[config.mk]
export PLATFORM = sky130hd
export DESIGN_NAME = regv_top
export DESIGN_NICKNAME = d
export VERILOG_FILES = /design/src/design/regv_pkg.sv /design/src/design/regv_stepper.sv /design/src/design/regv_top.sv
export VERILOG_INCLUDE_DIRS = /design/src /design/src/design
export SDC_FILE = /design/constraint.sdc
export NUM_CORES = 1
export LEC_CHECK = 0
export BUFFER_PORTS_ARGS = -buffer_cell sky130_fd_sc_hd__buf_2
export CAP_MARGIN = 25
export CORE_ASPECT_RATIO = 1.75
export CORE_MARGIN = 2
export CORE_UTILIZATION = 55
export CTS_CLUSTER_DIAMETER = 200
export DETAILED_ROUTE_END_ITERATION = 10
export PLACE_DENSITY_LB_ADDON = 0.15
export RECOVER_POWER = 100
export REMOVE_ABC_BUFFERS = 1
export SLEW_MARGIN = 10
export SYNTH_ARGS = -nofsm -noshare
export SYNTH_HDL_FRONTEND = slang
export SYNTH_SLANG_ARGS = --single-unit
[constraint.sdc]
create_clock -name clk_i -period 7.25 [get_ports clk_i]
set_input_delay 0.3625 -clock clk_i [delete_from_list [all_inputs] [get_ports clk_i]]
set_output_delay 0.3625 -clock clk_i [all_outputs]
set_load 0.01 [all_outputs]
[src/design/regv_map.svh]
/*
  Register offsets, field positions, reset values and timing figures for the
  regulator voltage configuration bank.
  Assumes it is included by bare name from design files that need it.
*/
`ifndef REGV_MAP_SVH
`define REGV_MAP_SVH

// ----------------------------------------------------------------------------
// Register offsets (byte addresses on the two-wire interface)
// ----------------------------------------------------------------------------
`define REGV_OFF_CH1_SEL        8'h02
`define REGV_OFF_CH23_SEL       8'h03
`define REGV_OFF_CH4_SEL        8'h04
`define REGV_OFF_SCALE_CFG      8'h05

// ----------------------------------------------------------------------------
// Field positions
// ----------------------------------------------------------------------------
`define REGV_CH1_CODE_MSB       4
`define REGV_CH1_CODE_LSB       0
`define REGV_CH2_CODE_MSB       2
`define REGV_CH2_CODE_LSB       0
`define REGV_CH3_CODE_MSB       6
`define REGV_CH3_CODE_LSB       4
`define REGV_CH4_CODE_MSB       4
`define REGV_CH4_CODE_LSB       0
`define REGV_CH4_EN_BIT         6
`define REGV_CH4_INT_MSB        5
`define REGV_CH4_INT_LSB        4
`define REGV_CH1_EN_BIT         2
`define REGV_CH1_INT_MSB        1
`define REGV_CH1_INT_LSB        0

// ----------------------------------------------------------------------------
// Reset values of the bits that do not come from fuses
// ----------------------------------------------------------------------------
`define REGV_SCALE_CFG_RESET    8'h00
`define REGV_RSVD3_RESET        3'h0
`define REGV_RSVD1_RESET        1'h0
`define REGV_UNMAPPED_READ      8'h00

// ----------------------------------------------------------------------------
// Timing: step intervals in tenths of a microsecond, clock period in ns
// ----------------------------------------------------------------------------
`define REGV_CLK_PERIOD_NS      5
`define REGV_STEP_T0_US_X10     625
`define REGV_STEP_T1_US_X10     312
`define REGV_STEP_T2_US_X10     156
`define REGV_STEP_T3_US_X10     78
`define REGV_CYCLES(t)          (((t) * 100) / `REGV_CLK_PERIOD_NS)

`endif

[src/design/regv_pkg.sv]
/*
  Types shared by the regulator voltage configuration bank.
  Assumes nothing of its surroundings.
*/
package regv_pkg;

  // --------------------------------------------------------------------------
  // Two-wire slave states
  // --------------------------------------------------------------------------
  typedef enum logic [3:0] {
    REGV_IDLE,
    REGV_ADDR,
    REGV_ADDR_ACK,
    REGV_PTR,
    REGV_PTR_ACK,
    REGV_WDATA,
    REGV_WDATA_ACK,
    REGV_RDATA,
    REGV_RDATA_ACK
  } regv_i2c_state_t;

  typedef logic [7:0] regv_byte_t;

endpackage

[src/design/regv_stepper.sv]
/*
  Stepped voltage scaling for one channel: moves the applied select code one
  count per step interval toward the target code while scaling is enabled.
  Assumes target, enable and interval come from registers on the same clock.
*/
module regv_stepper
  import regv_pkg::*;
#(
  parameter int W  = 5,
  parameter int CW = 14,
  parameter int C0 = 12500,
  parameter int C1 = 6240,
  parameter int C2 = 3120,
  parameter int C3 = 1560
) (
  // Clock and reset
  input  wire logic         clk_i,
  input  wire logic         reset_i,
  // Settings
  input  wire logic [W-1:0] reset_code_i,
  input  wire logic [W-1:0] target_i,
  input  wire logic         enable_i,
  input  wire logic [1:0]   interval_i,
  // Applied code
  output logic      [W-1:0] applied_o
);

  logic [CW-1:0] tick_cnt;
  logic [CW-1:0] tick_limit;

  // --------------------------------------------------------------------------
  // Interval selection
  // --------------------------------------------------------------------------
  always_comb begin
    unique case (interval_i)
      2'b00: tick_limit = CW'(C0 - 1);
      2'b01: tick_limit = CW'(C1 - 1);
      2'b10: tick_limit = CW'(C2 - 1);
      2'b11: tick_limit = CW'(C3 - 1);
    endcase
  end

  // --------------------------------------------------------------------------
  // Stepping
  // --------------------------------------------------------------------------
  // The count compares with >= so that shortening the interval mid-ramp does
  // not make the counter run past its limit and wrap around.
  always_ff @(posedge clk_i) begin
    if (reset_i) begin
      applied_o <= reset_code_i;
      tick_cnt  <= '0;
    end else if (!enable_i) begin
      applied_o <= target_i;
      tick_cnt  <= '0;
    end else if (applied_o == target_i) begin
      tick_cnt  <= '0;
    end else if (tick_cnt >= tick_limit) begin
      tick_cnt  <= '0;
      if (applied_o < target_i) begin
        applied_o <= applied_o + W'(1);
      end else begin
        applied_o <= applied_o - W'(1);
      end
    end else begin
      tick_cnt  <= tick_cnt + CW'(1);
    end
  end

endmodule

[src/design/regv_top.sv]
/*
  Regulator voltage configuration bank: channel 1 to 4 select codes and the
  stepped voltage scaling settings of channels 1 and 4, reached by a host over
  a two-wire serial slave, with the scaling sequencer for channels 1 and 4.
  Assumes fuse inputs are static levels from logic on clk_i, the serial pins
  are asynchronous, and reset_i is the internal supply power-on reset.
*/
// Overview of operation
// Channel 1 code is bits 4..0; code 00000 is adjustable mode with 0.8 V reference.
// Channel 1 codes map to fixed voltages; 11111 gives 1.6 V.
// All select fields load fuse inputs at reset; host may overwrite later.
// Channel 3 code is bits 6..4; 000 adjustable, 001..111 give 1.2..1.8 V.
// Channel 2 code is bits 2..0; 000 adjustable, up to 111 giving 5.0 V.
// Channel 4 code is bits 4..0; 00000 adjustable, 11111 gives 5.5 V.
// Bits 7 and 3 of channel 2/3 register are stored but ignored.
// Scaling config bit 6 enables channel 4 stepping; resets to zero.
// Bits 5..4 pick channel 4 step interval, 62.5 us down to 7.8 us.
// Scaling config bit 2 enables channel 1 stepping; resets to zero.
// Bits 1..0 pick channel 1 step interval with the channel 4 encoding.
// Registers return to defaults only while the power-on reset is asserted.
// Host configures the registers over the two-wire serial interface.
// With scaling on, applied code steps one count per interval to target.
// Every code value is stored and read back exactly as written.
`include "regv_map.svh"

module regv_top
  import regv_pkg::*;
#(
  // Arbitrary value; set to the bus address the system assigns.
  parameter logic [6:0] DEV_ADDR     = 7'h2A,
  parameter int         STEP_CYC_0   = `REGV_CYCLES(`REGV_STEP_T0_US_X10),
  parameter int         STEP_CYC_1   = `REGV_CYCLES(`REGV_STEP_T1_US_X10),
  parameter int         STEP_CYC_2   = `REGV_CYCLES(`REGV_STEP_T2_US_X10),
  parameter int         STEP_CYC_3   = `REGV_CYCLES(`REGV_STEP_T3_US_X10),
  parameter int         STEP_CNT_W   = 14
) (
  // Clock and power-on reset
  input  wire logic       clk_i,
  input  wire logic       reset_i,
  // Two-wire serial pins
  input  wire logic       scl_i,
  input  wire logic       sda_i,
  output logic            sda_o,
  output logic            sda_oe_o,
  // Factory fuse defaults
  input  wire logic [4:0] fuse_ch1_code_i,
  input  wire logic [2:0] fuse_ch2_code_i,
  input  wire logic [2:0] fuse_ch3_code_i,
  input  wire logic [4:0] fuse_ch4_code_i,
  // Codes applied to the regulator references
  output logic      [4:0] ch1_voltage_code_o,
  output logic      [2:0] ch2_voltage_code_o,
  output logic      [2:0] ch3_voltage_code_o,
  output logic      [4:0] ch4_voltage_code_o
);

  // --------------------------------------------------------------------------
  // Declarations
  // --------------------------------------------------------------------------
  regv_byte_t      ch1_voltage_select;
  regv_byte_t      ch2_ch3_voltage_select;
  regv_byte_t      ch4_voltage_select;
  regv_byte_t      voltage_scaling_config;

  logic            scl_s1;
  logic            scl_s2;
  logic            scl_d;
  logic            sda_s1;
  logic            sda_s2;
  logic            sda_d;
  logic            scl_rise;
  logic            scl_fall;
  logic            bus_start;
  logic            bus_stop;

  regv_i2c_state_t state;
  logic [3:0]      bit_cnt;
  regv_byte_t      shift;
  regv_byte_t      tx;
  regv_byte_t      ptr;
  logic            rw;
  logic            master_nack;
  logic            wr_strobe;
  regv_byte_t      wr_addr;
  regv_byte_t      wr_data;
  regv_byte_t      rd_byte;

  // --------------------------------------------------------------------------
  // Pin synchronisers and bus condition detection
  // --------------------------------------------------------------------------
  // Lines idle high, so the synchronisers reset high to avoid a false start.
  always_ff @(posedge clk_i) begin
    if (reset_i) begin
      scl_s1 <= 1'b1;
      scl_s2 <= 1'b1;
      scl_d  <= 1'b1;
      sda_s1 <= 1'b1;
      sda_s2 <= 1'b1;
      sda_d  <= 1'b1;
    end else begin
      scl_s1 <= scl_i;
      scl_s2 <= scl_s1;
      scl_d  <= scl_s2;
      sda_s1 <= sda_i;
      sda_s2 <= sda_s1;
      sda_d  <= sda_s2;
    end
  end

  assign scl_rise  = scl_s2 & ~scl_d;
  assign scl_fall  = ~scl_s2 & scl_d;
  assign bus_start = scl_s2 & scl_d & sda_d & ~sda_s2;
  assign bus_stop  = scl_s2 & scl_d & ~sda_d & sda_s2;

  // --------------------------------------------------------------------------
  // Read data selection
  // --------------------------------------------------------------------------
  always_comb begin
    unique case (ptr)
      `REGV_OFF_CH1_SEL:   rd_byte = ch1_voltage_select;
      `REGV_OFF_CH23_SEL:  rd_byte = ch2_ch3_voltage_select;
      `REGV_OFF_CH4_SEL:   rd_byte = ch4_voltage_select;
      `REGV_OFF_SCALE_CFG: rd_byte = voltage_scaling_config;
      default:             rd_byte = `REGV_UNMAPPED_READ;
    endcase
  end

  // --------------------------------------------------------------------------
  // Two-wire slave
  // --------------------------------------------------------------------------
  // The slave never stretches the clock; it acknowledges a matching address and every byte written after it,
  // including those aimed at unmapped offsets, which are simply dropped.
  // The data pin is open drain: the output is held low and only its enable
  // moves, so a one on the wire is always the pull-up's doing.
  always_ff @(posedge clk_i) begin
    if (reset_i) begin
      sda_o <= 1'b0;
    end else begin
      sda_o <= 1'b0;
    end
  end

  always_ff @(posedge clk_i) begin
    if (reset_i) begin
      state       <= REGV_IDLE;
      bit_cnt     <= 4'h0;
      shift       <= 8'h00;
      tx          <= 8'h00;
      ptr         <= 8'h00;
      rw          <= 1'b0;
      master_nack <= 1'b0;
      sda_oe_o    <= 1'b0;
      wr_strobe   <= 1'b0;
      wr_addr     <= 8'h00;
      wr_data     <= 8'h00;
    end else begin
      wr_strobe <= 1'b0;
      if (bus_start) begin
        state    <= REGV_ADDR;
        bit_cnt  <= 4'h0;
        sda_oe_o <= 1'b0;
      end else if (bus_stop) begin
        state    <= REGV_IDLE;
        sda_oe_o <= 1'b0;
      end else begin
        unique case (state)
          REGV_IDLE: begin
            bit_cnt <= 4'h0;
          end
          REGV_ADDR, REGV_PTR, REGV_WDATA: begin
            if (scl_rise && bit_cnt != 4'h8) begin
              shift   <= {shift[6:0], sda_s2};
              bit_cnt <= bit_cnt + 4'h1;
            end else if (scl_fall && bit_cnt == 4'h8) begin
              bit_cnt <= 4'h0;
              if (state == REGV_ADDR) begin
                if (shift[7:1] == DEV_ADDR) begin
                  rw       <= shift[0];
                  sda_oe_o <= 1'b1;
                  state    <= REGV_ADDR_ACK;
                end else begin
                  state    <= REGV_IDLE;
                end
              end else if (state == REGV_PTR) begin
                ptr      <= shift;
                sda_oe_o <= 1'b1;
                state    <= REGV_PTR_ACK;
              end else begin
                wr_strobe <= 1'b1;
                wr_addr   <= ptr;
                wr_data   <= shift;
                sda_oe_o  <= 1'b1;
                state     <= REGV_WDATA_ACK;
              end
            end
          end
          REGV_ADDR_ACK: begin
            if (scl_fall) begin
              if (rw) begin
                tx       <= rd_byte;
                sda_oe_o <= ~rd_byte[7];
                state    <= REGV_RDATA;
              end else begin
                sda_oe_o <= 1'b0;
                state    <= REGV_PTR;
              end
            end
          end
          REGV_PTR_ACK: begin
            if (scl_fall) begin
              sda_oe_o <= 1'b0;
              state    <= REGV_WDATA;
            end
          end
          REGV_WDATA_ACK: begin
            if (scl_fall) begin
              sda_oe_o <= 1'b0;
              ptr      <= ptr + 8'h01;
              state    <= REGV_WDATA;
            end
          end
          REGV_RDATA: begin
            if (scl_fall) begin
              if (bit_cnt == 4'h7) begin
                sda_oe_o <= 1'b0;
                bit_cnt  <= 4'h0;
                ptr      <= ptr + 8'h01;
                state    <= REGV_RDATA_ACK;
              end else begin
                tx       <= {tx[6:0], 1'b0};
                sda_oe_o <= ~tx[6];
                bit_cnt  <= bit_cnt + 4'h1;
              end
            end
          end
          REGV_RDATA_ACK: begin
            if (scl_rise) begin
              master_nack <= sda_s2;
            end else if (scl_fall) begin
              if (!master_nack) begin
                tx       <= rd_byte;
                sda_oe_o <= ~rd_byte[7];
                state    <= REGV_RDATA;
              end else begin
                state    <= REGV_IDLE;
              end
            end
          end
        endcase
      end
    end
  end

  // --------------------------------------------------------------------------
  // Register file
  // --------------------------------------------------------------------------
  // Reserved bits are plain storage so the host reads back what it wrote.
  always_ff @(posedge clk_i) begin
    if (reset_i) begin
      ch1_voltage_select     <= {`REGV_RSVD3_RESET, fuse_ch1_code_i};
      ch2_ch3_voltage_select <= {`REGV_RSVD1_RESET, fuse_ch3_code_i,
                                 `REGV_RSVD1_RESET, fuse_ch2_code_i};
      ch4_voltage_select     <= {`REGV_RSVD3_RESET, fuse_ch4_code_i};
      voltage_scaling_config <= `REGV_SCALE_CFG_RESET;
    end else if (wr_strobe) begin
      unique case (wr_addr)
        `REGV_OFF_CH1_SEL:   ch1_voltage_select     <= wr_data;
        `REGV_OFF_CH23_SEL:  ch2_ch3_voltage_select <= wr_data;
        `REGV_OFF_CH4_SEL:   ch4_voltage_select     <= wr_data;
        `REGV_OFF_SCALE_CFG: voltage_scaling_config <= wr_data;
        default: begin
        end
      endcase
    end
  end

  // --------------------------------------------------------------------------
  // Applied codes
  // --------------------------------------------------------------------------
  // Channels 2 and 3 have no scaling and follow their fields directly; the
  // reserved bits 7 and 3 never reach them.
  always_ff @(posedge clk_i) begin
    if (reset_i) begin
      ch2_voltage_code_o <= fuse_ch2_code_i;
      ch3_voltage_code_o <= fuse_ch3_code_i;
    end else begin
      ch2_voltage_code_o <= ch2_ch3_voltage_select[`REGV_CH2_CODE_MSB:`REGV_CH2_CODE_LSB];
      ch3_voltage_code_o <= ch2_ch3_voltage_select[`REGV_CH3_CODE_MSB:`REGV_CH3_CODE_LSB];
    end
  end

  // Code 00000 on channels 1 and 4 is adjustable mode; the reference decodes
  // every code, so stepping passes through the intermediate voltages.
  regv_stepper #(
    .W  (5),
    .CW (STEP_CNT_W),
    .C0 (STEP_CYC_0),
    .C1 (STEP_CYC_1),
    .C2 (STEP_CYC_2),
    .C3 (STEP_CYC_3)
  ) u_ch1_step (
    .clk_i        (clk_i),
    .reset_i      (reset_i),
    .reset_code_i (fuse_ch1_code_i),
    .target_i     (ch1_voltage_select[`REGV_CH1_CODE_MSB:`REGV_CH1_CODE_LSB]),
    .enable_i     (voltage_scaling_config[`REGV_CH1_EN_BIT]),
    .interval_i   (voltage_scaling_config[`REGV_CH1_INT_MSB:`REGV_CH1_INT_LSB]),
    .applied_o    (ch1_voltage_code_o)
  );

  regv_stepper #(
    .W  (5),
    .CW (STEP_CNT_W),
    .C0 (STEP_CYC_0),
    .C1 (STEP_CYC_1),
    .C2 (STEP_CYC_2),
    .C3 (STEP_CYC_3)
  ) u_ch4_step (
    .clk_i        (clk_i),
    .reset_i      (reset_i),
    .reset_code_i (fuse_ch4_code_i),
    .target_i     (ch4_voltage_select[`REGV_CH4_CODE_MSB:`REGV_CH4_CODE_LSB]),
    .enable_i     (voltage_scaling_config[`REGV_CH4_EN_BIT]),
    .interval_i   (voltage_scaling_config[`REGV_CH4_INT_MSB:`REGV_CH4_INT_LSB]),
    .applied_o    (ch4_voltage_code_o)
  );

endmodule

# Word level (Yosys, flattened, before mapping)
# Index checks and enable logic that the tools add are counted.
# W data, S select, Z words.
[op_classes] add_sub_neg=8 n_lt_le_gt_ge=4 n_eq_ne=56 n_mux=75 bitwise=22 n_reduce_logical=40
[ops] operator="$pmux W14 S4" count=2
[ops] operator="$mux W5" count=16
[ops] operator="$mux W7" count=10
[ops] operator="$mux W8" count=7
[ops] operator="$mux W4" count=13
[ops] operator="$eq A8 B2 Y1 const B" count=4
[ops] operator="$eq A8 B3 Y1 const B" count=4
[ops] operator="$ne A4 B4 Y1 const B" count=8
[ops] operator="$pmux W8 S4" count=1
[ops] operator="$reduce_and A10 Y1" count=3
[ops] operator="$add A14 B1 Y14 const B" count=2
[ops] operator="$ge A14 B14 Y1" count=2
[ops] operator="$ne A2 B2 Y1 const B" count=13
[ops] operator="$pmux W8 S3" count=1
[ops] operator="$pmux W7 S3" count=1
[ops] operator="$eq A4 B3 Y1 const B" count=5
[ops] operator="$pmux W4 S5" count=1
[ops] operator="$reduce_and A2 Y1" count=9
[ops] operator="$reduce_and A9 Y1" count=2
[ops] operator="$mux W1" count=15
[ops] operator="$not A1 Y1" count=15
[ops] operator="$reduce_and A7 Y1" count=2
[ops] operator="$mux W3" count=4
[ops] operator="$ne A3 B3 Y1 const B" count=4
[ops] operator="other kinds (31)" count=61
[totals] regBits=133 in_bits=20

# Logic depth before layout (Yosys ltp)
# Gate-level depths: netlist (run 1).
[logic_depth] ltp_word=8 ltp_mapped=12 mapped_depth_nobuf=12

# Modules after synthesis
# From an unflattened synthesis (run 1), not the netlist that was laid out.
[hier_totals] hier_cells=803 hier_area_um2=7549.7
[modules_own_cells] mod="regv_top" n_inst=1 cells_per_inst=494 area_each_um2=4618.2 seq_area_each_um2=2062.0
[modules_own_cells] mod="regv_stepper at u_ch1_step" n_inst=1 cells_per_inst=155 area_each_um2=1480.2 seq_area_each_um2=430.4
[modules_own_cells] mod="regv_stepper at u_ch4_step" n_inst=1 cells_per_inst=154 area_each_um2=1451.4 seq_area_each_um2=430.4

# Least setup slack after synthesis (run 1)
# OpenSTA, ideal clock, no wires.
[synth_timing] kind="reg-to-reg" start="register u_ch4_step.applied_o[2]" end="register u_ch4_step.applied_o[4] (data pin)" t_arrival_ps=2469 t_required_ps=6977 slack_ps=4508 stages_incl_launch_ff=12 path_buffers=0 cell_sequence="edfxtp_1 > ha_1 > a21oi_1 > o21ai_0 > a221oi_1 > inv_1 > ha_1 > nand2b_1 > a21oi_1 > xnor2_1 > xnor2_1 > o221ai_1"
[synth_between] elab_chain_len=6
[synth_rtl] element="start, declared" line_no="regv_stepper.sv:25" source="output logic [W-1:0] applied_o"
[synth_rtl] element="start signal, assigned" line_no="regv_stepper.sv:50" source="applied_o <= reset_code_i;"
[synth_rtl] element="start signal, assigned" line_no="regv_stepper.sv:53" source="applied_o <= target_i;"
[synth_rtl] element="start signal, assigned" line_no="regv_stepper.sv:60" source="applied_o <= applied_o + W'(1);"
[synth_rtl] element="$sub A5 B1 Y5, or another cell as far along" line_no="regv_stepper.sv:62" source="applied_o <= applied_o - W'(1);"
[synth_rtl] element="$mux W5 *" line_no="regv_stepper.sv:59" source="if (applied_o < target_i) begin"
[synth_rtl] element="$mux W5 *" line_no="regv_stepper.sv:57" source="end else if (tick_cnt >= tick_limit) begin"
[synth_rtl] element="$mux W5 *" line_no="regv_stepper.sv:55" source="end else if (applied_o == target_i) begin"
[synth_rtl] element="$mux W5 *" line_no="regv_stepper.sv:52" source="end else if (!enable_i) begin"
[synth_rtl] element="$mux W5 *" line_no="regv_stepper.sv:49" source="if (reset_i) begin"
# Every way passes the cells marked *; elsewhere a longest branch is shown, timed or not. The select of a mux whose other input is x is not followed.
# A chain may end at the register's enable or synchronous reset.

# Worst setup path after layout (run 1)
[layout_timing] start="input port reset_i" end="register u_ch1_step.tick_cnt[4]"
[layout_between] elab_chain_len=1
[layout_rtl] element="start, declared" line_no="regv_top.sv:39" source="input wire logic reset_i,"
[layout_rtl] element="$reduce_or A4 Y1 (no line)"
[layout_rtl] element="end signal, assigned" line_no="regv_stepper.sv:65" source="tick_cnt <= tick_cnt + CW'(1);"
[layout_rtl] element="end, declared" line_no="regv_stepper.sv:28" source="logic [CW-1:0] tick_cnt;"
# No other way between the ends.

==> results of run 1 <==
[power groups by stage]
| stage | sequential, mW | clock [mW] | combinational, mW |
|---|---|---|---|
| final | 0.782 | 0.838 | 0.128 |
| after global routing | 0.784 | 0.877 | 0.143 |
| after CTS | 0.782 | 0.847 | 0.131 |
| after detailed placement | 0.798 | 0 | 0.129 |
| after global placement | 0.798 | 0 | 0.126 |
| after floorplan | 0.799 | 0 | 0.0828 |
[kinds of logic after synthesis]
kind of cell,count (synthesis),synth area share (%)
multiplexers,59,8.17
other,1,0.0510
XOR/XNOR,34,4.05
buffers and inverters,85,4.60
AO/OA/AOI/OAI,151,14.5
AND/OR/NAND/NOR,287,18.7
adder cells (fa/ha/maj),58,10.1
flip-flops,133,39.8
[worst max-delay path: cells and delay by family]
| kind | cells | cell delay [ns] |
|---|---|---|
| AO/OA/AOI/OAI | 1 | 0.08 |
| buffers and inverters | 4 | 3.31 |
| AND/OR/NAND/NOR | 3 | 0.48 |
[per-layer routing]
layer  global-route usage [%]  vias up  wire length (µm)
li1                         -     2937                 -
met1                     25.2     2915              6680
met3                     4.88       51               608
met2                     47.8      170              9560
met5                        0        -                 0
met4                     13.5        0               669
[cell usage in the layout (no fill, tap or decap), drive strengths merged, types with 9 or more instances in the layout]
master  instances
a211oi         13
buf            19
a221oi         16
mux2i          51
a22oi          11
a21oi          29
inv            51
and3            9
nand2          62
dfxtp         107
o31ai          10
nand4           9
edfxtp         26
xnor2          18
nor2          114
ha             56
nand3          24
clkbuf         41
xor2           16
o21ai          24
or2            11
[layout make-up]
type | count | area [µm²] | area share, %
Multi-Input combinational cell | 590 | 4090 | 50.2
Clock buffer | 18 | 450 | 5.54
Clock inverter | 14 | 124 | 1.52
Timing Repair Buffer | 42 | 181 | 2.23
Tap cell | 171 | 214 | 2.63
Inverter | 41 | 154 | 1.89
Sequential cell | 133 | 2920 | 35.9
[final timing paths]
check,from,end,slack (ns),cells past startpoint
worst min-delay path,scl_i,scl_s1$_SDFF_PP1_,0.12,2
worst min register to register,sda_s1$_SDFF_PP1_,sda_s2$_SDFF_PP1_,0.41,1
worst max-delay path,reset_i,u_ch1_step.tick_cnt[4]$_SDFF_PP0_,3.26,8
worst max register to register,u_ch1_step.applied_o[2]$_DFFE_PP_,u_ch1_step.applied_o[3]$_DFFE_PP_,4.16,11
==> metrics.csv, run 1 <==
metric,value,unit
outcome,finished with violations,
violations,"max-capacitance violations, max-slew violations",
htreeDepth,4,
synth_area_leaders,"dfxtp_1 (29%), edfxtp_1 (11%), ha_1 (9.5%)",
relSlewSlack,-42.2,%
cp-start-kind,input port,
via_count,6073,
core_area,0.0130,mm²
syn_area_per_cell,9.09,µm²
grt_max_degree,54,
synth_warnings,0,
hold_ws,0.120,ns
fin_tns_setup,0,ns
overflow,0,
seq_area_frac_synth,39.8,%
clk_pin_slew,0.06,ns
port_buffers,36,
worstMarginPinSlew,2.13,ns
die_h,157,µm
synth_area,0.00735,mm²
placementRows,55,
dieArea,0.0143,mm²
synth_top_area_cell,dfxtp_1,
grt_pass1_wl,28.5,mm
rsz0062_at_grt,false,
drc,0,
clock_latency,0.43,ns
pre_cts_slack,4.27,ns
ys_ff_latch,133,
cts_hold_buf,0,
cts_tree,yes,
internal_power,1.30,mW
cts_num_sinks,133,
layout-drive-gt1-share,8.59,%
peakVddDrop,0.000220,V
cap_violations,2,
num_io_pins,38,
drt_pre_antenna_iters,5,
syn_inst,808,
gp_congestion,0.883,
antenna_found_initial,0,
fin_ws,3.26,ns
synth-edff-count,26,
placed_area,0.00760,mm²
fin_crit_sh,55.0,%
crit_required,7.53,ns
grtUsageTotal,25.0,%
fin_cells,1009,
synth_common_cells,"nor2_1 (113), dfxtp_1 (107), nand2_1 (61)",
clock_skew,0.0118,ns
p_per_area,215,mW/mm²
synthFlopType,dfxtp_1,
dp_cells,977,
cp_cell_sequence,buf_2 > clkbuf_1 > clkinv_1 > nand2_1 > nor2_1 > o21ai_0 > clkbuf_1 > nor2_1,
fin_area,0.00813,mm²
fp.dieW,91.4,µm
cts-root-buf,clkbuf_16,
cpPeakStageDelay,1.47,ns
dp_hpwl,12.8,mm
cp_max_fo,47,
drtIter0Drc,338,
area_growth,10.7,%
hold_viol_final,0,
setup_viol,0,
cts_setup_buffers,0,
switching_share,25.8,%
ant_nets,0,
reg.largest.list,"u_ch1_step.tick_cnt x14, u_ch4_step.tick_cnt x14",
cts_buffers,17,
yosysMostFrequentCell,nor2_1,
ys_types,70,
max_freq,251,MHz
routedWlPerCell,17.4,µm
p_total,1.75,mW
power.static_leakage,3.21,nW
cts_resized,0,
antennaDiodeCount,0,
fin_crit,3.99,ns
finalWirelength,17.5,mm
fillers,1103,
clkPwrFrac,47.9,%
crit_slowest_cell,clkbuf_1,
layout.nets,903,
finalMaxSlewViolations,102,
vias_per_cell,6.02,
cts_max_path_buffers,2,
pwr-share-comb,7.3,%
arrival,4.27,ns
grt_pass1_vias,6073,
hp-class,in -> reg,
final_core_util,62.5,%
worstSetupPathType,in -> reg,
synth_largest_type_area_fraction,29.2,%
endpoint_kind,flip-flop,
synth-async-reset-ratio,0,%
p_seq_share,44.8,%
start_util,56.5,%
switchingPower,0.451,mW
(Power assumes the default switching activity.)
==> run 2, diff against run 1 <==
- clock period: 7.25 -> 3.71 ns (I/O delays scaled with it)
==> run 2 against run 1 <==
The flow now finishes without violations. Worst hold slack worse by 0.096 ns. Via count is 0.31% higher. Flip-flop and latch count stayed put. Final area is 0.74% higher. Largest power group unchanged. Non-clock buffer count is 6 higher. Setup slack worse by 2.6 ns. Critical path depth is 3 higher. Global-route usage is 0.77 points higher. Register-to-register slack worse by 3.5 ns. Clock power is 97% higher.
==> metrics.csv, run 2 (synthesized netlist as in run 1, its figures left out) <==
metric,value,unit,change
fin_crit,3.09,ns,
rsz0062_at_grt,false,,
dp_cells,979,,+0.20%
final_common_cell,nor2_1,,
arrival,3.20,ns,-1.07 ns
cts_buffers,17,,unchanged
antennaDiodeCount,0,,unchanged
fillers,1114,,+1.0%
met3_length,683,µm,+12%
cts_setup_buffers,0,,unchanged
cts_num_sinks,133,,unchanged
worst-path-buf-inv,1,,-3
cts-root-buf,clkbuf_16,,
layout.nets,909,,+0.66%
dp_hpwl,13.4,mm,+4.7%
cp_max_fo,3,,-94%
endpoint_kind,flip-flop,,
drt_pre_antenna_iters,6,,+1
grt_pass1_wl,29.3,mm,+2.7%
layout-drive-gt1-share,8.77,%,+0.18 points
final_cell_mix,"nor2_1 (113), dfxtp_1 (107), nand2_1 (62), ha_1 (56), mux2i_1 (51)",,
power.static_leakage,3.24,nW,+0.85%
pre_cts_slack,0.680,ns,-3.59 ns
multi_input_area,0.00409,mm²,unchanged
regArea,0.00292,mm²,unchanged
cts_max_path_buffers,2,,unchanged
drtIter0Drc,367,,+8.6%
gp_congestion,0.903,,+2.3%
clock_skew,0.00950,ns,-0.00233 ns
antenna_found_initial,0,,unchanged
placementRows,55,,unchanged
ant_nets,0,,unchanged
num_io_pins,38,,unchanged
fin_crit_sh,83.2,%,
port_buffers,36,,unchanged
fin_tns_setup,0,ns,unchanged
m1WireLength,6.76,mm,+1.1%
dieArea,0.0143,mm²,unchanged
routedWlPerCell,17.8,µm,+2.4%
drc,0,,unchanged
cts_tree,yes,,
peakVddDrop,0.000300,V,+36%
fp.dieW,91.4,µm,unchanged
htreeDepth,4,,unchanged
startpoint,u_ch4_step.applied_o[2]$_DFFE_PP_,,
cp_top_family,compound AO/OA/AOI/OAI gates,,
via_count,6092,,+0.31%
fin_ws,0.624,ns,-2.64 ns
met2WireLength,9.83,mm,+2.9%
hp-class,in -> reg,,
cp_cell_sequence,ha_1 > a21oi_1 > o21ai_0 > a221oi_1 > inv_1 > ha_1 > nand2b_1 > a21oi_1 > xnor2_1 > xnor2_1 > o221ai_1,,
clk_pin_slew,0.06,ns,about the same
r2r-start,u_ch4_step.applied_o[2]$_DFFE_PP_,,
p_per_area,419,mW/mm²,+95%
cp-start-kind,flip-flop,,
relSlewSlack,7.47,%,+50 points
hold_viol_final,0,,unchanged
clock_latency,0.42,ns,about the same
overflow,0,,unchanged
grt_pass1_vias,6098,,+0.41%
rrSetupSlack,0.62,ns,-3.54 ns
core_area,0.0130,mm²,unchanged
routed.top_layer,met4,,
grt_max_degree,48,,-11%
cts_resized,0,,unchanged
worstSetupPathType,reg -> reg,,
crit_slowest_cell,a221oi_1,,
cpPeakStageDelay,0.53,ns,-0.94 ns
vias_per_cell,6.00,,-0.28%
finalMaxSlewViolations,0,,-100%
outcome,completed,,
final_core_util,63.0,%,+0.46 points
max_freq,324,MHz,
area_growth,11.5,%,
crit_required,3.82,ns,-3.71 ns
fin_cells,1015,,+0.59%
setup_viol,0,,unchanged
start_util,56.5,%,unchanged
die_h,157,µm,unchanged
reg.largest.list,"u_ch1_step.tick_cnt x14, u_ch4_step.tick_cnt x14",,
cts_hold_buf,3,,+3
cap_violations,0,,-2
min_from,fuse_ch2_code_i[2],,
worstMarginPinSlew,1.38,ns,-0.753 ns
grtUsageTotal,25.8,%,+0.77 points
finalWirelength,18.0,mm,+3.0%
==> run 2: changes by cell type in the layout (fill, tap and decap cells not counted), moves of 2 or more <==
cell,delta
dlygate4sd3_1,+4
buf_4,+2
inv_6,-3
clkinv_4,+3
==> run 2: final timing paths <==
kind	cells after the start	endpoint
setup / recovery	11	u_ch4_step.applied_o[4]$_DFFE_PP_
hold reg to reg	1	scl_s2$_SDFF_PP1_
hold / removal	2	ch2_voltage_code_o[2]$_DFF_P_
setup reg to reg	11	u_ch4_step.applied_o[4]$_DFFE_PP_
==> run 2: where the power goes <==
| part | switching [mW] | internal [mW] |
|---|---|---|
| sequential | 0.0246 | 1.51 |
| clock | 0.690 | 0.958 |
| combinational | 0.144 | 0.109 |
| total | 0.859 | 2.57 |
==> run 2: layout make-up <==
cell class | count | share of cell area [%]
multi-input cells | 590 | 49.9
flip-flops and latches | 133 | 35.7
clock buffers | 18 | 5.36
repair buffers | 48 | 2.87
well taps | 171 | 2.61
inverters | 41 | 1.88
clock inverters | 14 | 1.73
==> run 2: metal layers <==
layer / vias to the layer above / global-route usage, %
met5: - / 0
met4: 0 / 13.0
met3: 48 / 5.27
met2: 169 / 50.0
met1: 2927 / 25.6
li1: 2948 / -
==> run 2: per-stage QoR <==
step	power, mW	hold WS (ns)	instance area (µm²)
6_report	3.43	0.0245	8190
5_1_grt	3.55	0.00457	8190
4_1_cts	3.45	0.000499	8230
3_5_place_dp	1.81	0.370	7620
3_3_place_gp	1.80	0.370	7620
2_1_floorplan	1.72	0.255	7160
==> run 3, diff against run 2 <==
- ABC_AREA: default -> 1
- clock period: 3.71 -> 2.88 ns (I/O delays scaled with it)
==> run 3 against run 2 <==
Final area grew 1.3%. Synthesized area grew 0.54%. Clock power grew 37%. Sequential power grew 35%. Critical path depth grew 2. Wire length grew 3.1%. Setup slack lost 0.41 ns. Critical endpoint is now u_ch1_step.applied_o[4]$_DFFE_PP_. Largest cell class unchanged. Largest power group unchanged.
==> metrics.csv, run 3 <==
metric,value,unit,change
synth-async-reset-ratio,0,%,unchanged
num_io_pins,38,,unchanged
ys_ff_latch,133,,unchanged
worstMarginPinSlew,1.17,ns,-0.207 ns
fin_crit_sh,92.5,%,+9.3 points
hold_viol_final,0,,unchanged
power.static_leakage,3.52,nW,+8.7%
fin_crit,2.66,ns,-0.422 ns
drc,0,,unchanged
p_per_area,628,mW/mm²,+50%
clk_pin_slew,0.06,ns,about the same
cap_violations,0,,unchanged
final_common_cell,nand2_1,,
routedWlPerCell,15.4,µm,-14%
cp_max_fo,4,,+1
placementRows,56,,+1.8%
cts_num_sinks,133,,unchanged
synth_common_cells,"nand2_1 (196), dfxtp_1 (107), nor2_1 (103)",,
clock_skew,0.00771,ns,-0.00179 ns
via_count,6575,,+7.9%
cts_max_path_buffers,2,,unchanged
cpPeakStageDelay,0.47,ns,-0.06 ns
finalMaxSlewViolations,0,,unchanged
cp-start-kind,flip-flop,,
finalWirelength,18.6,mm,+3.1%
p_total,5.21,mW,+52%
synth_top_area_cell,dfxtp_1,,
dieArea,0.0144,mm²,+0.52%
drt_pre_antenna_iters,5,,-1
seq_area_frac_synth,39.6,%,-0.22 points
peakVddDrop,0.000378,V,+26%
dp_hpwl,13.9,mm,+3.7%
hp-class,in -> reg,,
synth_warnings,0,,unchanged
crit_slowest_cell,edfxtp_1,,
area_growth,12.3,%,
cts_tree,yes,,
synth_area,0.00739,mm²,+0.54%
core_area,0.0132,mm²,+1.8%
synth-edff-count,26,,unchanged
syn_area_per_cell,7.55,µm²,-17%
vias_per_cell,5.43,,-9.5%
crit_required,3.06,ns,-0.76 ns
yosysMostFrequentCell,nand2_1,,
rsz0062_at_grt,false,,
relSlewSlack,21.7,%,+14 points
start_util,55.8,%,-0.71 points
antennaDiodeCount,0,,unchanged
cp_top_family,adder cells,,
synth_largest_type_area_fraction,29.0,%,-0.16 points
reg.largest.list,"u_ch1_step.tick_cnt x14, u_ch4_step.tick_cnt x14",,
synthFlopType,dfxtp_1,,
pre_cts_slack,0.137,ns,-0.543 ns
layout.nets,1101,,+21%
port_buffers,36,,unchanged
outcome,completed,,
cts-root-buf,clkbuf_16,,
antenna_found_initial,0,,unchanged
gp_congestion,0.927,,+2.7%
clock_latency,0.42,ns,about the same
arrival,2.84,ns,-0.36 ns
die_h,157,µm,+0.26%
overflow,0,,unchanged
syn_inst,978,,+21%
endpoint_kind,flip-flop,,
htreeDepth,4,,unchanged
max_freq,375,MHz,+16%
grt_max_degree,43,,-10%
fp.dieW,91.6,µm,+0.26%
grt_pass1_wl,30.1,mm,+2.9%
worstSetupPathType,reg -> reg,,
fin_tns_setup,0,ns,unchanged
final_cell_mix,"nand2_1 (200), nor2_1 (109), dfxtp_1 (107), inv_1 (104), a21oi_1 (93)",,
drtIter0Drc,439,,+20%
worst-path-buf-inv,1,,unchanged
grt_pass1_vias,6375,,+4.5%
ys_types,38,,-46%
fin_ws,0.216,ns,-0.408 ns
ant_nets,0,,unchanged
layout-drive-gt1-share,8.01,%,-0.76 points
fillers,1247,,+12%
cp_cell_sequence,ha_1 > nand2_1 > nor2_1 > nand2_1 > o211ai_1 > inv_1 > fa_1 > o21ai_0 > xor2_1 > nand2_1 > nand3_1 > nand2_1 > nand2_1,,
crit_top_cell,nand2_1,,
synth_area_leaders,"dfxtp_1 (29%), edfxtp_1 (11%), nand2_1 (10%)",,
cts_buffers,17,,unchanged
setup_viol,0,,unchanged
grtUsageTotal,26.5,%,+0.73 points
-- run 3: cell count changes after synthesis, sizes merged, moves of 16 or more --
| cell | before | now |
|---|---|---|
| a21oi | 29 | 93 |
| inv | 40 | 111 |
| o21ai | 24 | 98 |
| clkbuf | 33 | 14 |
| nand3 | 24 | 52 |
| a221oi | 16 | 0 |
| nand2 | 62 | 205 |
| mux2i | 51 | 0 |
-- run 3: path summary, 6_finish.rpt --
kind / startpoint / to / slack [ns] / depth (start not counted)
worst max-delay path: u_ch1_step.applied_o[4]$_DFFE_PP_ / u_ch1_step.applied_o[4]$_DFFE_PP_ / 0.22 / 13
worst min-delay path: fuse_ch3_code_i[2] / ch3_voltage_code_o[2]$_DFF_P_ / 0.005 / 3
worst max register to register: u_ch1_step.applied_o[4]$_DFFE_PP_ / u_ch1_step.applied_o[4]$_DFFE_PP_ / 0.22 / 13
worst min register to register: scl_s1$_SDFF_PP1_ / scl_s2$_SDFF_PP1_ / 0.41 / 1
-- run 3: cells by family after synthesis --
kind of cell             Yosys count  synth area share, %
flip-flops                       133                 39.6
XOR/XNOR                          31                 3.68
buffers and inverters            135                 7.11
other                              1               0.0508
AO/OA/AOI/OAI                    207                 14.7
AND/OR/NAND/NOR                  413                 24.9
adder cells (fa/ha/maj)           58                 10.0
-- run 3: per-layer routing --
metal | up-vias | GRT usage, % | part of all wire (%)
li1 | 3319 | - | -
met1 | 3050 | 25.7 | 36
met2 | 148 | 52.5 | 56
met3 | 58 | 4.26 | 3.0
met4 | 0 | 13.9 | 4.5
met5 | - | 0 | 0
-- run 3: where the power goes --
part,switching [mW],total (mW),internal (mW)
logic,0.590,0.882,0.292
clock network,0.905,2.26,1.35
registers,0.0807,2.07,1.99
-- run 3: layout make-up --
cell class | instances | area [µm²] | area share, %
Clock buffer | 18 | 450 | 5.43
Inverter | 112 | 420 | 5.07
Timing Repair Buffer | 49 | 249 | 3.00
Multi-Input combinational cell | 710 | 3870 | 46.7
Sequential cell | 133 | 2920 | 35.2
Tap cell | 174 | 218 | 2.62
Clock inverter | 14 | 163 | 1.96
-- run 3: metrics by stage --
stage	instance area [µm²]	cells	hold WS [ns]	util, %
after floorplan	7280	955	0.213	-
after global placement	7740	1173	0.327	58.4
after detailed placement	7740	1173	0.334	58.4
after CTS	8400	1210	0.00165	63.5
after global routing	8300	1210	0.0197	62.7
final	8300	1210	0.00513	62.7
-- run 3: timing repair --
item	in CTS	in global routing
endpoints found under the hold margin	5	0
resized for setup	0	2
hold buffers	5	0
buffers inserted	0	0
endpoints found under the setup margin	0	1
-- run 3: tightest hold or removal path: stages --
cell and delay, ns:
buf_2 0.07, inv_1 0.05, o21ai_0 0.13
